**config.mk**
```make
export PLATFORM = sky130hd
export DESIGN_NAME = page_control_and_live_status
export DESIGN_NICKNAME = d
export VERILOG_FILES = /design/src/verilog/page_status_pkg.sv /design/src/verilog/page_select_port.sv /design/src/verilog/page_control_and_live_status.sv
export SDC_FILE = /design/constraint.sdc
export NUM_CORES = 1
export LEC_CHECK = 0
export BUFFER_PORTS_ARGS = -buffer_cell sky130_fd_sc_hd__buf_4
export CELL_PAD_IN_SITES_DETAIL_PLACEMENT = 0
export CELL_PAD_IN_SITES_GLOBAL_PLACEMENT = 1
export CORE_MARGIN = 2
export CORE_UTILIZATION = 23
export CTS_CLUSTER_SIZE = 25
export DETAILED_ROUTE_END_ITERATION = 10
export PLACE_DENSITY = 0.76
export SYNTH_ARGS = -nofsm -noshare
export SYNTH_HDL_FRONTEND = slang
export SYNTH_SLANG_ARGS = --single-unit
```
**constraint.sdc**
```tcl
create_clock -name clk -period 5.5 [get_ports clk]
set_clock_uncertainty 0.05 [all_clocks]
set_input_delay 0.825 -clock clk [delete_from_list [all_inputs] [get_ports clk]]
set_output_delay 0.825 -clock clk [all_outputs]
set_load 0.01 [all_outputs]
```
**src/verilog/page_status_pkg.sv**
```systemverilog
package page_status_pkg;

    localparam int NUM_PORTS = 2;
    localparam int OFFSET_W = 7;
    localparam int ABS_W = 10;
    localparam int PAGE_W = 3;

    // in-page offset of the page control register, seen at serial 0x00 and 0x80
    localparam logic [OFFSET_W-1:0] PAGE_SELECT_OFS = 7'h00;
    localparam logic [ABS_W-1:0] LIVE_STATUS_MISC_ADDR = 10'h001;
    localparam logic [ABS_W-1:0] LIVE_STATUS_INPUTS_LOW_ADDR = 10'h002;
    localparam logic [ABS_W-1:0] LIVE_STATUS_INPUTS_HIGH_ADDR = 10'h003;

    localparam int AUTO_RETURN_BIT = 7;
    localparam int WRITE_MODE_BIT = 6;
    localparam int PAGE_LSB = 0;
    localparam logic [7:0] PAGE_SELECT_RESET = 8'h00;
    localparam logic [7:0] PAGE_SELECT_MASK = 8'hC7;
    localparam logic [PAGE_W-1:0] PAGE_HOME = 3'h0;
    localparam logic [PAGE_W-1:0] PAGE_FACTORY = 3'h3;

    localparam int MISC_COMP_BIT = 3;
    localparam int MISC_RAMP_BIT = 2;
    localparam int MISC_WAKE_BIT = 1;
    localparam int MISC_KEY_BIT = 0;

    // one register access as delivered by the serial interface engine
    typedef struct packed {
        logic rd;
        logic wr;
        logic done;
        logic [7:0] addr;
        logic [7:0] wdata;
    } reg_req_t;

    typedef struct packed {
        logic comparator_1v2_out;
        logic voltage_ramp_active;
        logic charger_wake_level;
        logic power_key_pressed;
        logic [15:0] general_input;
        logic [2:0] analog_mode;
        logic [2:0] analog_over_high;
    } live_in_t;

endpackage

```
**src/verilog/page_select_port.sv**
```systemverilog
module page_select_port
    import page_status_pkg::*;
(
    input wire logic clk,
    input wire logic rst_n,
    input wire reg_req_t req,
    output logic [7:0] page_value,
    output logic hit_page_reg,
    output logic [ABS_W-1:0] abs_addr
);

    logic [7:0] page_select_reg;
    logic [7:0] page_select_next;

    assign page_value = page_select_reg;
    // bit 7 of the serial address only picks the half; offset 0 is always this register
    assign hit_page_reg = (req.addr[OFFSET_W-1:0] == PAGE_SELECT_OFS);
    assign abs_addr = {page_select_reg[PAGE_LSB +: PAGE_W], req.addr[OFFSET_W-1:0]};

    always_comb
    begin
        page_select_next = page_select_reg;
        if (req.wr && hit_page_reg)
        begin
            page_select_next = req.wdata & PAGE_SELECT_MASK;
        end
        // return happens after the write, so a page_auto_return set by this very transfer applies
        if (req.done && page_select_next[AUTO_RETURN_BIT])
        begin
            page_select_next[PAGE_LSB +: PAGE_W] = PAGE_HOME;
        end
    end

    always_ff @(posedge clk)
    begin
        if (!rst_n)
        begin
            page_select_reg <= PAGE_SELECT_RESET;
        end
        else
        begin
            page_select_reg <= page_select_next;
        end
    end

endmodule // page_select_port

```
**src/verilog/page_control_and_live_status.sv**
```systemverilog
// What this block does
// - page control register answers at offset zero of every page, 0x00 and 0x80.
// - each control port owns its own page control register.
// - page field 2:0 picks any page 0 to 7 of the register space.
// - with bit 7 set, page field returns to zero after the access.
// - bit 6 picks page write (0) or repeated write (1) for bursts.
// - status reads return levels sampled at the read, nothing latched.
// - status bits keep the polarity of their source signals.
// - misc status bit 3 is 1.2 V comparator, bit 1 charger wake level.
// - misc status bit 2 is high while any supply ramps voltage.
// - misc status bit 0 is high while the power key is pressed.
// - low inputs status shows inputs 7..0; analog pins show over-high flag.
module page_control_and_live_status
    import page_status_pkg::*;
(
    input wire logic clk,
    input wire logic rst_n,
    input wire reg_req_t req [NUM_PORTS],
    input wire logic [7:0] ext_rdata [NUM_PORTS],
    input wire live_in_t live,
    output logic [7:0] rdata [NUM_PORTS],
    output logic rvalid [NUM_PORTS],
    output logic [ABS_W-1:0] ext_addr [NUM_PORTS],
    output logic ext_rd [NUM_PORTS],
    output logic ext_wr [NUM_PORTS],
    output logic repeated_write [NUM_PORTS],
    output logic [7:0] page_value [NUM_PORTS]
);

    logic [7:0] status_misc;
    logic [7:0] status_low;
    logic [7:0] status_high;

    // combinational on purpose: a latch here would return stale levels
    always_comb
    begin
        status_misc = 8'h00;
        status_misc[MISC_COMP_BIT] = live.comparator_1v2_out;
        status_misc[MISC_RAMP_BIT] = live.voltage_ramp_active;
        status_misc[MISC_WAKE_BIT] = live.charger_wake_level;
        status_misc[MISC_KEY_BIT] = live.power_key_pressed;
        status_low = live.general_input[7:0];
        for (int i = 0; i < 3; i++)
        begin
            if (live.analog_mode[i])
            begin
                status_low[i] = live.analog_over_high[i];
            end
        end
        status_high = live.general_input[15:8];
    end

    genvar p;
    generate
        for (p = 0; p < NUM_PORTS; p++)
        begin : g_port
            logic hit_page;
            logic [ABS_W-1:0] abs_addr;
            logic local_hit;
            logic [7:0] rdata_reg;
            logic [7:0] rdata_next;
            logic rvalid_reg;
            logic rvalid_next;

            page_select_port u_page (
                .clk(clk),
                .rst_n(rst_n),
                .req(req[p]),
                .page_value(page_value[p]),
                .hit_page_reg(hit_page),
                .abs_addr(abs_addr)
            );

            assign local_hit = hit_page || abs_addr == LIVE_STATUS_MISC_ADDR
                || abs_addr == LIVE_STATUS_INPUTS_LOW_ADDR
                || abs_addr == LIVE_STATUS_INPUTS_HIGH_ADDR;
            assign ext_addr[p] = abs_addr;
            assign ext_rd[p] = req[p].rd && !local_hit;
            // status registers are read only, writes to them are dropped
            assign ext_wr[p] = req[p].wr && !local_hit;
            assign repeated_write[p] = page_value[p][WRITE_MODE_BIT];
            assign rdata[p] = rdata_reg;
            assign rvalid[p] = rvalid_reg;

            always_comb
            begin
                rdata_next = rdata_reg;
                rvalid_next = req[p].rd;
                if (req[p].rd)
                begin
                    if (hit_page)
                    begin
                        rdata_next = page_value[p];
                    end
                    else if (abs_addr == LIVE_STATUS_MISC_ADDR)
                    begin
                        rdata_next = status_misc;
                    end
                    else if (abs_addr == LIVE_STATUS_INPUTS_LOW_ADDR)
                    begin
                        rdata_next = status_low;
                    end
                    else if (abs_addr == LIVE_STATUS_INPUTS_HIGH_ADDR)
                    begin
                        rdata_next = status_high;
                    end
                    else
                    begin
                        rdata_next = ext_rdata[p];
                    end
                end
            end

            always_ff @(posedge clk)
            begin
                if (!rst_n)
                begin
                    rdata_reg <= 8'h00;
                    rvalid_reg <= 1'b0;
                end
                else
                begin
                    rdata_reg <= rdata_next;
                    rvalid_reg <= rvalid_next;
                end
            end
        end
    endgenerate
endmodule // page_control_and_live_status

```
After elaboration in Yosys (flattened, before gate mapping)
Cells that the tools add are included.
{"block": "word_totals", "register_bits": 28, "inputBits": 82, "output_inout_bits": 60, "elab_cells": 50}
{"block": "op_classes", "n_eq_ne": 6, "mux": 13, "bitwise": 1, "n_reduce_logical": 20}
{"op": "$mux W8", "count": 10}
{"op": "$eq A10 B2 Y1 const B", "count": 4}
{"op": "$eq A10 B1 Y1 const B", "count": 2}
{"op": "$logic_not A7 Y1", "count": 2}
{"op": "$logic_and A1 B1 Y1", "count": 8}
{"op": "$logic_or A1 B1 Y1", "count": 6}
{"op": "$reduce_or A2 Y1", "count": 2}
{"op": "$mux W1", "count": 3}
{"op": "$logic_not A1 Y1", "count": 2}
{"op": "$not A1 Y1", "count": 1}

Longest topological paths before layout
Gate-level depths: netlist of run 1.
{"block": "depth", "depth_word": 6, "depth_mapped": 6}

Hierarchy
From an unflattened synthesis of run 1, not the netlist that was laid out.
{"block": "unflattened", "hier_cells": 272, "hier_area_um2": 2142.1}
{"module": "page_control_and_live_status", "n_inst": 1, "cells_each": 190, "area_each_um2": 1448.9, "seq_area_each_um2": 360.3}
{"module": "page_select_port", "n_inst": 2, "cells_each": 41, "area_each_um2": 346.6, "seq_area_each_um2": 100.1}

Worst setup path before layout of run 1
No wires, ideal clock.
{"block": "synth_timing", "kind": "input to output", "start": "input req[30] in the netlist's numbering", "end": "output ext_rd[1] in the netlist's numbering", "t_arrival_ns": 1.977, "setup_slack_ns": 2.648, "stages": 4, "path_cell_list": "or4_1 buf_4 a211o_1 and2_1"}
{"element": "start: declaration", "line": "page_control_and_live_status.sv:18", "text": "input wire reg_req_t req [NUM_PORTS],"}
{"element": "end: declaration", "line": "page_control_and_live_status.sv:24", "text": "output logic ext_rd [NUM_PORTS],"}

==> results of run 1 <==
[final cells by class]
type / instances / area, µm²
clock buffers: 3 / 41.3
repair buffers: 127 / 953
well taps: 111 / 139
fillers: 990 / 6130
inverters: 9 / 33.8
flip-flops and latches: 28 / 561
multi-input cells: 183 / 1250
[logic make-up (layout without fill, tap and decap cells)]
group	count (synthesis)	count (layout)	share of synthesized area
flip-flops	28	28	0.264
other	1	6	0.00176
multiplexers	15	15	0.0747
buffers and inverters	57	139	0.159
AO/OA/AOI/OAI	79	79	0.266
AND/OR/NAND/NOR	83	83	0.235
[worst max-delay path: cells and delay by family]
kind	cells	cell delay (ns)
buf+inv	2	0.26
compound gates	1	0.37
simple gates	2	0.93
[power by group]
group | switching, mW | internal, mW
logic | 0.0664 | 0.0778
registers | 0.00480 | 0.212
clock network | 0.0647 | 0.0492
total | 0.136 | 0.339
[placed cells by master (no fill, tap or decap), types with 2 or more instances in the layout]
cell         n
inv_1        9
nor4_1       4
nor3_1       4
nor3_4       3
o31ai_1      3
o21ai_1      2
a2111oi_1    2
mux2i_1      8
conb_1       6
o21a_1       3
o2111a_1     4
or2_2        2
nand3_1     12
or4_1        2
dfxtp_1     28
nand4_1      9
o2111ai_1    3
o21ai_0     19
or3_1        2
a21boi_0     5
a21bo_2      2
a221oi_1     3
o2bb2ai_1    2
nor2_1       3
nand2_1     23
and2_1       6
a22oi_1      4
clkbuf_8     3
nand3b_1     4
buf_4      127
a211o_1      2
mux2_2       7
o31a_1       2
a21oi_1      7
a31oi_1      6
a21boi_1     4
nor2b_1      5
[Yosys cell counts (all sizes together), types with 4 or more instances]
cell     n  area [µm²]
a31oi    6        37.5
mux2     7        78.8
and2     6        37.5
buf     33         249
nand2   23        86.3
a21oi    7        35.0
clkbuf  15        56.3
nand3   12        60.1
nand3b   4        30.0
nand4    9        56.3
a21boi   9        67.6
nor2b    5        31.3
o2111a   4        45.0
nor3     7        68.8
dfxtp   28         561
inv      9        33.8
nor4     4        25.0
o21ai   21         105
mux2i    8        80.1
a22oi    4        30.0
[routing by layer]
| layer | vias up | global-route usage | wire length, µm |
|---|---|---|---|
| li1 | 1120 | - | - |
| met1 | 1044 | 0.180 | 3180 |
| met2 | 72 | 0.226 | 3390 |
| met3 | 2 | 0.0223 | 413 |
| met4 | 0 | 0.0316 | 48 |
| met5 | - | 0 | 0 |
[worst paths after layout]
path | end | depth (start not counted) | slack [ns]
setup / recovery | ext_wr[1] | 5 | 2.24
hold / removal | g_port[1].rdata_reg[4] | 2 | 0.41
setup reg to reg | g_port[1].rdata_reg[5] | 4 | 3.57
hold reg to reg | g_port[1].rdata_reg[4] | 2 | 0.41
==> impl_metrics.env, run 1 <==
export IMPL_place_gp_congestion=0.791
export IMPL_finalNetCount=434
export IMPL_ys_warnings_count=0
export IMPL_grt_pass1_wl_um=10900
export IMPL_cts_buffers=3
export IMPL_core_rowCount=35
export IMPL_post_cts_buffers=0
export IMPL_period_needed_ns=3.26
export IMPL_grt_ovfl_total=0
export IMPL_cts_sinks=28
export IMPL_async_flop_share=0
export IMPL_max_freq_mhz=307
export IMPL_setup_ws_ns=2.24
export IMPL_grt_max_degree=29
export IMPL_maxCapViolCount=0
export IMPL_placed_area_um2=2930
export IMPL_gr_usage_all_layers=0.134
export IMPL_maxSlewViolCount=0
export IMPL_finalPower_mw=0.475
export IMPL_hold_slack_ns=0.412
export IMPL_die_x_um=100
export IMPL_synth_area_per_cell_um2=8.09
export IMPL_core_area_um2=9110
export IMPL_min_from="g_port[1].rdata_reg[4]"
export IMPL_crit_path_start="req[30]"
export IMPL_dr_first_iter_drc_count=64
export IMPL_h_tree_depth=1
export IMPL_avgRoutedWirePerCell_um=15.3
export IMPL_ys_ff_latch=28
export IMPL_setup_worst_path_class="in2out"
export IMPL_critPathMaxFanout=11
export IMPL_crit_slowest_cell="or4_1"
export IMPL_power_leakage_nw=1.28
export IMPL_drc=0
export IMPL_crit_required_ns=4.62
export IMPL_synthesis_area_um2=2130
export IMPL_peakVddDrop_mv=0.0665
export IMPL_cellPowerDensity_nw_per_um2=160
export IMPL_grt_pass1_vias=2224
export IMPL_drtPass1Iterations=4
export IMPL_post_route_cells_drive_above_1_share=0.423
export IMPL_crit_reg2reg_launch="g_port[1].u_page.page_value[2]"
export IMPL_numPortBuffers=127
export IMPL_status="finished clean"
export IMPL_yosysSeqAreaShare=0.264
export IMPL_tightest_slew_ns=0.550
export IMPL_grt_antenna_before_repair=0
export IMPL_cts_tree="yes"
export IMPL_period_share=0.593
export IMPL_slowest_delay_ns=0.76
export IMPL_worstSetupStartpointType="primary input"
export IMPL_final_util=0.327
export IMPL_die_area_um2=10000
export IMPL_hpwlAfterDp_um=5670
export IMPL_worstPathArrival_ns=2.39
export IMPL_worstPathCellList="buf_4 > or4_1 > a211o_1 > and2_1 > buf_4"
export IMPL_netlist_instances=263
export IMPL_wl_um=7040
export IMPL_fin_setup_tns_ns=0
export IMPL_end_kind="primary output"
export IMPL_final_cells=461
export IMPL_dp_cells=458
export IMPL_clockRootBuffer="clkbuf_8"
export IMPL_die_h_um=100
export IMPL_clkSlewWorstSetupHoldPaths_ns=0.10
export IMPL_antenna_left=0
export IMPL_grt_setup_unrepaired="false"
export IMPL_slew_headroom=0.630
export IMPL_min_path_type="reg2reg"
export IMPL_hold_viol=0
export IMPL_crit_top_cell="buf_4"
export IMPL_clk_latency_ns=0.27
export IMPL_synth_edf_count=0
export IMPL_area_delta_synth_final_pct=39.8
export IMPL_vias=2238
export IMPL_synth_cell_types=49
export IMPL_initial_core_util=0.234
export IMPL_cts_resized=0
export IMPL_viasPerCell=4.85
export IMPL_cts_path_max_buffers=2
export IMPL_num_io_pins=142
export IMPL_antenna_cells=0
export IMPL_cts_hold_fix_buffers=0
export IMPL_setup_viol=0
export IMPL_dp_slack_ns=2.23
export IMPL_final_cell_area_um2=2970
export IMPL_synth_main_ff_cell="dfxtp_1"
export IMPL_largest_reg_flops=16
No activity file was read; power rests on OpenSTA's default activity.
==> run 2: changes to the inputs <==
--- a/config.mk
+++ b/config.mk
@@ -12,7 +12,7 @@
 export CORE_UTILIZATION = 23
 export CTS_CLUSTER_SIZE = 25
 export DETAILED_ROUTE_END_ITERATION = 10
-export PLACE_DENSITY = 0.76
+export PLACE_DENSITY = 0.79
 export SYNTH_ARGS = -nofsm -noshare
 export SYNTH_HDL_FRONTEND = slang
 export SYNTH_SLANG_ARGS = --single-unit
==> constraint.sdc (replaced) <==
create_clock -name clk -period 2.9 [get_ports clk]
set_clock_uncertainty 0.05 [all_clocks]
set_input_delay 0.435 -clock clk [delete_from_list [all_inputs] [get_ports clk]]
set_output_delay 0.435 -clock clk [all_outputs]
set_load 0.01 [all_outputs]
==> run 2 against run 1 <==
Worst hold slack worse by 0.048 ns. Core utilization is 0.082 points higher. Clock power is 91% higher. Via count is 0.45% lower. Sequential share of layout area hardly changed. Critical path depth is 1 lower. Worst setup slack worse by 1.7 ns. Non-clock buffer count is 1 higher. First-iteration DRC count is 11% higher. Final cell count is 0.22% higher. Sequential power is 89% higher. Critical endpoint unchanged. Largest cell class unchanged.
==> impl_metrics.env, run 2 (synthesis results as in run 1) <==
export IMPL_cts_sinks=28
export IMPL_post_route_cells_drive_above_1_share=0.425
export IMPL_critPathBufInv=1
export IMPL_grt_ovfl_total=0
export IMPL_worstSetupStartpointType="flop"
export IMPL_setup_viol=0
export IMPL_swShare=0.288
export IMPL_numPortBuffers=127
export IMPL_die_h_um=100
export IMPL_hpwlAfterDp_um=5700
export IMPL_post_cts_buffers=0
export IMPL_setup_worst_path_class="reg2out"
export IMPL_grt_pass1_vias=2157
export IMPL_fin_setup_tns_ns=0
export IMPL_drtPass1Iterations=4
export IMPL_slew_headroom=0.611
export IMPL_num_io_pins=142
export IMPL_grt_pass1_wl_um=10700
export IMPL_critical_path_top_delay_family="simple AND/OR/NAND/NOR gates"
export IMPL_h_tree_depth=1
export IMPL_p_comb_frac=0.305
export IMPL_switchingPower_mw=0.261
export IMPL_viasPerCell=4.82
export IMPL_min_path_type="in2reg"
export IMPL_drc=0
export IMPL_cts_hold_fix_buffers=0
export IMPL_clk_latency_ns=0.27
export IMPL_cts_path_max_buffers=2
export IMPL_final_cells=462
export IMPL_die_x_um=100
export IMPL_clockRootBuffer="clkbuf_8"
export IMPL_grt_busiest_layer="met2"
export IMPL_initial_core_util=0.234
export IMPL_hold_viol=0
export IMPL_cts_buffers=3
export IMPL_wl_um=7150
export IMPL_antenna_left=0
export IMPL_dp_cells=459
export IMPL_die_area_um2=10000
export IMPL_p_seq_frac=0.454
export IMPL_internal_power_mw=0.643
export IMPL_antenna_cells=0
export IMPL_clkSlewWorstSetupHoldPaths_ns=0.10
export IMPL_power_leakage_nw=1.28
export IMPL_maxCapViolCount=0
export IMPL_worstPathArrival_ns=1.89
export IMPL_final_cell_mix="128 x buf_4, 28 x dfxtp_1, 23 x nand2_1"
export IMPL_grt_use_met2=0.217
export IMPL_grt_antenna_before_repair=0
export IMPL_worstPathCellList="or3_1 > a211o_1 > and2_1 > buf_4"
export IMPL_maxSlewViolCount=0
export IMPL_max_freq_mhz=420
export IMPL_finalNetCount=435
export IMPL_cellPowerDensity_nw_per_um2=303
export IMPL_crit_required_ns=2.41
export IMPL_period_share=0.821
export IMPL_tightest_slew_ns=0.579
export IMPL_peakVddDrop_mv=0.118
export IMPL_place_gp_congestion=0.832
export IMPL_critPathMaxFanout=8
export IMPL_core_rowCount=35
export IMPL_grt_setup_unrepaired="false"
export IMPL_grt_max_degree=29
export IMPL_cts_resized=0
export IMPL_largest_reg_flops=16
export IMPL_core_area_um2=9110
export IMPL_grt_use_met1=0.185
export IMPL_pwr_share_clk=0.241
export IMPL_gr_usage_all_layers=0.134
export IMPL_slowest_delay_ns=0.55
export IMPL_crit_slowest_cell="or3_1"
export IMPL_area_delta_synth_final_pct=40.2
export IMPL_dr_first_iter_drc_count=71
export IMPL_n_fill_cell=999
export IMPL_cts_tree="yes"
export IMPL_status="finished clean"
export IMPL_period_needed_ns=2.38
export IMPL_grtUsageMet3=0.0230
export IMPL_vias=2228
export IMPL_avgRoutedWirePerCell_um=15.5
export IMPL_end_kind="primary output"
export IMPL_final_common_cell="buf_4"
==> run 2: worst register-to-register path: stages, from the launching register on <==
cell	delay, ns
dfxtp_1	0.36
or3_1	0.54
nor4b_4	0.56
mux2i_1	0.25
o21ai_1	0.08
==> run 2: metal layers <==
metal / wire, µm / vias up / part of all wire
met3: 397 / 2 / 0.056
met1: 3330 / 1035 / 0.46
li1: - / 1123 / -
met2: 3380 / 68 / 0.47
met4: 48 / 0 / 0.0067
met5: 0 / - / 0
==> run 2: worst paths after layout <==
path | start | to | slack [ns] | cells past startpoint
worst max-delay path | g_port[0].u_page.page_value[0] | ext_wr[1] | 0.52 | 4
worst min register to register | g_port[1].rdata_reg[4] | g_port[1].rdata_reg[4] | 0.42 | 2
worst min-delay path | live[23] | g_port[1].rdata_reg[1] | 0.36 | 3
worst max register to register | g_port[1].u_page.page_value[2] | g_port[1].rdata_reg[5] | 0.97 | 4
==> run 2: per-stage QoR <==
stage | instance area [µm²] | util | hold WS (ns) | power [mW] | setup slack [ns]
after floorplan | 2150 | - | 0.423 | 0.560 | 0.828
after global placement | 2940 | 0.323 | 0.391 | 0.693 | 0.599
after detailed placement | 2940 | 0.323 | 0.401 | 0.697 | 0.594
after CTS | 2980 | 0.327 | 0.357 | 0.917 | 0.503
after global routing | 2980 | 0.327 | 0.361 | 0.958 | 0.425
final | 2980 | 0.327 | 0.364 | 0.904 | 0.520
==> run 2: final cells by class <==
cell class | count | area, µm² | area share
Clock buffer | 3 | 41.3 | 0.0138
Inverter | 9 | 33.8 | 0.0113
Multi-Input combinational cell | 183 | 1250 | 0.418
Sequential cell | 28 | 561 | 0.188
Tap cell | 111 | 139 | 0.0466
Timing Repair Buffer | 128 | 961 | 0.322
==> run 2: power by group through the flow <==
stage,Combinational (mW),Sequential [mW],Clock (mW)
4_1_cts,0.279,0.410,0.228
2_1_floorplan,0.134,0.425,0
3_5_place_dp,0.278,0.419,0
5_1_grt,0.300,0.413,0.246
3_3_place_gp,0.274,0.418,0
6_report,0.275,0.410,0.218
==> run 3: changes to the inputs <==
==> constraint.sdc (replaced) <==
create_clock -name clk -period 2.1 [get_ports clk]
set_clock_uncertainty 0.05 [all_clocks]
set_input_delay 0.315 -clock clk [delete_from_list [all_inputs] [get_ports clk]]
set_output_delay 0.315 -clock clk [all_outputs]
set_load 0.01 [all_outputs]
==> run 3 against run 2 <==
Clock power increased by 59%. Global-route usage increased by 0.43 points. Routed wire length increased by 3.6%. Critical path type unchanged. Die area unchanged. Worst hold slack got worse by 0.13 ns. Core utilization increased by 1.7 points. Clock-buffer cell count increased by 1.
==> impl_metrics.env, run 3 (synthesis results as in run 1) <==
export IMPL_dp_slack_ns=-0.0373
export IMPL_antenna_cells=0
export IMPL_grt_pass1_wl_um=11100
export IMPL_cts_tree="yes"
export IMPL_fin_setup_tns_ns=0
export IMPL_holdPathStages=3
export IMPL_clockRootBuffer="clkbuf_8"
export IMPL_vias=2309
export IMPL_grt_pass1_vias=2270
export IMPL_max_freq_mhz=487
export IMPL_tightest_slew_ns=0.548
export IMPL_post_route_cells_drive_above_1_share=0.469
export IMPL_cts_hold_fix_buffers=0
export IMPL_worstPathArrival_ns=1.69
export IMPL_setup_worst_path_class="reg2out"
export IMPL_num_io_pins=142
export IMPL_status="finished clean"
export IMPL_finalNetCount=450
export IMPL_place_gp_congestion=0.836
export IMPL_gr_usage_all_layers=0.138
export IMPL_r2r_end="g_port[1].rdata_reg[3]"
export IMPL_die_x_um=100
export IMPL_r2r_cells=5
export IMPL_maxCapViolCount=0
export IMPL_drtPass1Iterations=4
export IMPL_min_from="req[2]"
export IMPL_avgRoutedWirePerCell_um=15.5
export IMPL_core_rowCount=35
export IMPL_h_tree_depth=1
export IMPL_wl_um=7410
export IMPL_antenna_left=0
export IMPL_initial_core_util=0.234
export IMPL_clk_latency_ns=0.27
export IMPL_cts_buffers=3
export IMPL_period_needed_ns=2.05
export IMPL_grt_ovfl_total=0
export IMPL_dr_first_iter_drc_count=58
export IMPL_grt_max_degree=29
export IMPL_hold_end="g_port[1].u_page.page_value[2]"
export IMPL_peakVddDrop_mv=0.152
export IMPL_rrSetupSlack_ns=0.26
export IMPL_die_area_um2=10000
export IMPL_final_cell_mix="143 x buf_4, 25 x dfxtp_1, 23 x nand2_1"
export IMPL_worstSetupStartpointType="flop"
export IMPL_power_leakage_nw=1.37
export IMPL_clkSlewWorstSetupHoldPaths_ns=0.11
export IMPL_drc=0
export IMPL_min_path_type="in2reg"
export IMPL_cts_sinks=28
export IMPL_final_common_cell="buf_4"
export IMPL_crit_required_ns=1.74
export IMPL_cellPowerDensity_nw_per_um2=417
export IMPL_cts_path_max_buffers=2
export IMPL_slew_headroom=0.631
export IMPL_crit_reg2reg_launch="g_port[1].u_page.page_value[2]"
export IMPL_critPathMaxFanout=4
export IMPL_area_delta_synth_final_pct=47.4
export IMPL_largest_reg_flops=16
export IMPL_setup_ws_ns=0.0486
export IMPL_finalPower_mw=1.31
export IMPL_hold_viol=0
export IMPL_die_h_um=100
export IMPL_period_share=0.977
export IMPL_maxSlewViolCount=0
export IMPL_end_kind="primary output"
export IMPL_viasPerCell=4.83
export IMPL_placed_area_um2=3030
export IMPL_core_area_um2=9110
export IMPL_hpwlAfterDp_um=5890
export IMPL_grt_antenna_before_repair=0
export IMPL_final_cell_area_um2=3130
export IMPL_numPortBuffers=127
export IMPL_setup_viol=0
==> run 3: changes by cell type in the layout (fill, tap and decap cells not counted), sizes merged <==
cell	previous run	this run
clkbuf	3	4
buf	128	143
==> run 3: repair_timing <==
| item | CTS | global route |
|---|---|---|
| setup buffers | 0 | 3 |
| resized for setup | 0 | 8 |
| endpoints found under the setup margin | 0 | 4 |
==> run 3: worst max path at each step <==
stage,to,depth (start not counted),startpoint
floorplan,g_port[1].rdata_reg[3],5,req[14]
global placement,g_port[0].u_page.page_value[7],5,req[30]
detailed placement,g_port[0].u_page.page_value[7],5,req[30]
CTS,ext_rd[0],4,g_port[1].u_page.page_value[2]
global route,ext_wr[0],4,g_port[1].u_page.page_value[2]
finish,ext_wr[0],4,g_port[1].u_page.page_value[2]
==> run 3: power breakdown <==
group	switching [mW]	total, mW	internal [mW]
clock	0.179	0.347	0.168
combinational	0.179	0.393	0.214
sequential	0.0123	0.566	0.553
total	0.370	1.31	0.935
==> run 3: area by class of cell <==
cell class,instances,area (µm²)
clock buffers,4,55.1
inverters,9,33.8
fillers,989,5970
well taps,111,139
multi-input cells,183,1270
flip-flops and latches,28,567
repair buffers,143,1070
==> run 3: critical path, stage by stage (launching register included) <==
cell and delay (ns):
dfxtp_4 0.37, or3_4 0.39, a211o_4 0.36, and2_1 0.16
buf_4 0.13
==> run 3: layer usage <==
layer  vias up  global-route usage  routed length (µm)
li1       1153                   -                   -
met1      1087               0.182                3290
met2        65               0.227                3560
met3         4              0.0334                 501
met4         0              0.0337                  63
met5         -                   0                   0
==> run 3: per-stage QoR <==
step | hold WS (ns) | utilization | cells
final | 0.233 | 0.344 | 478
after global routing | 0.236 | 0.344 | 478
after CTS | 0.234 | 0.339 | 475
after detailed placement | 0.397 | 0.333 | 471
after global placement | 0.388 | 0.333 | 471
after floorplan | 0.400 | - | 268
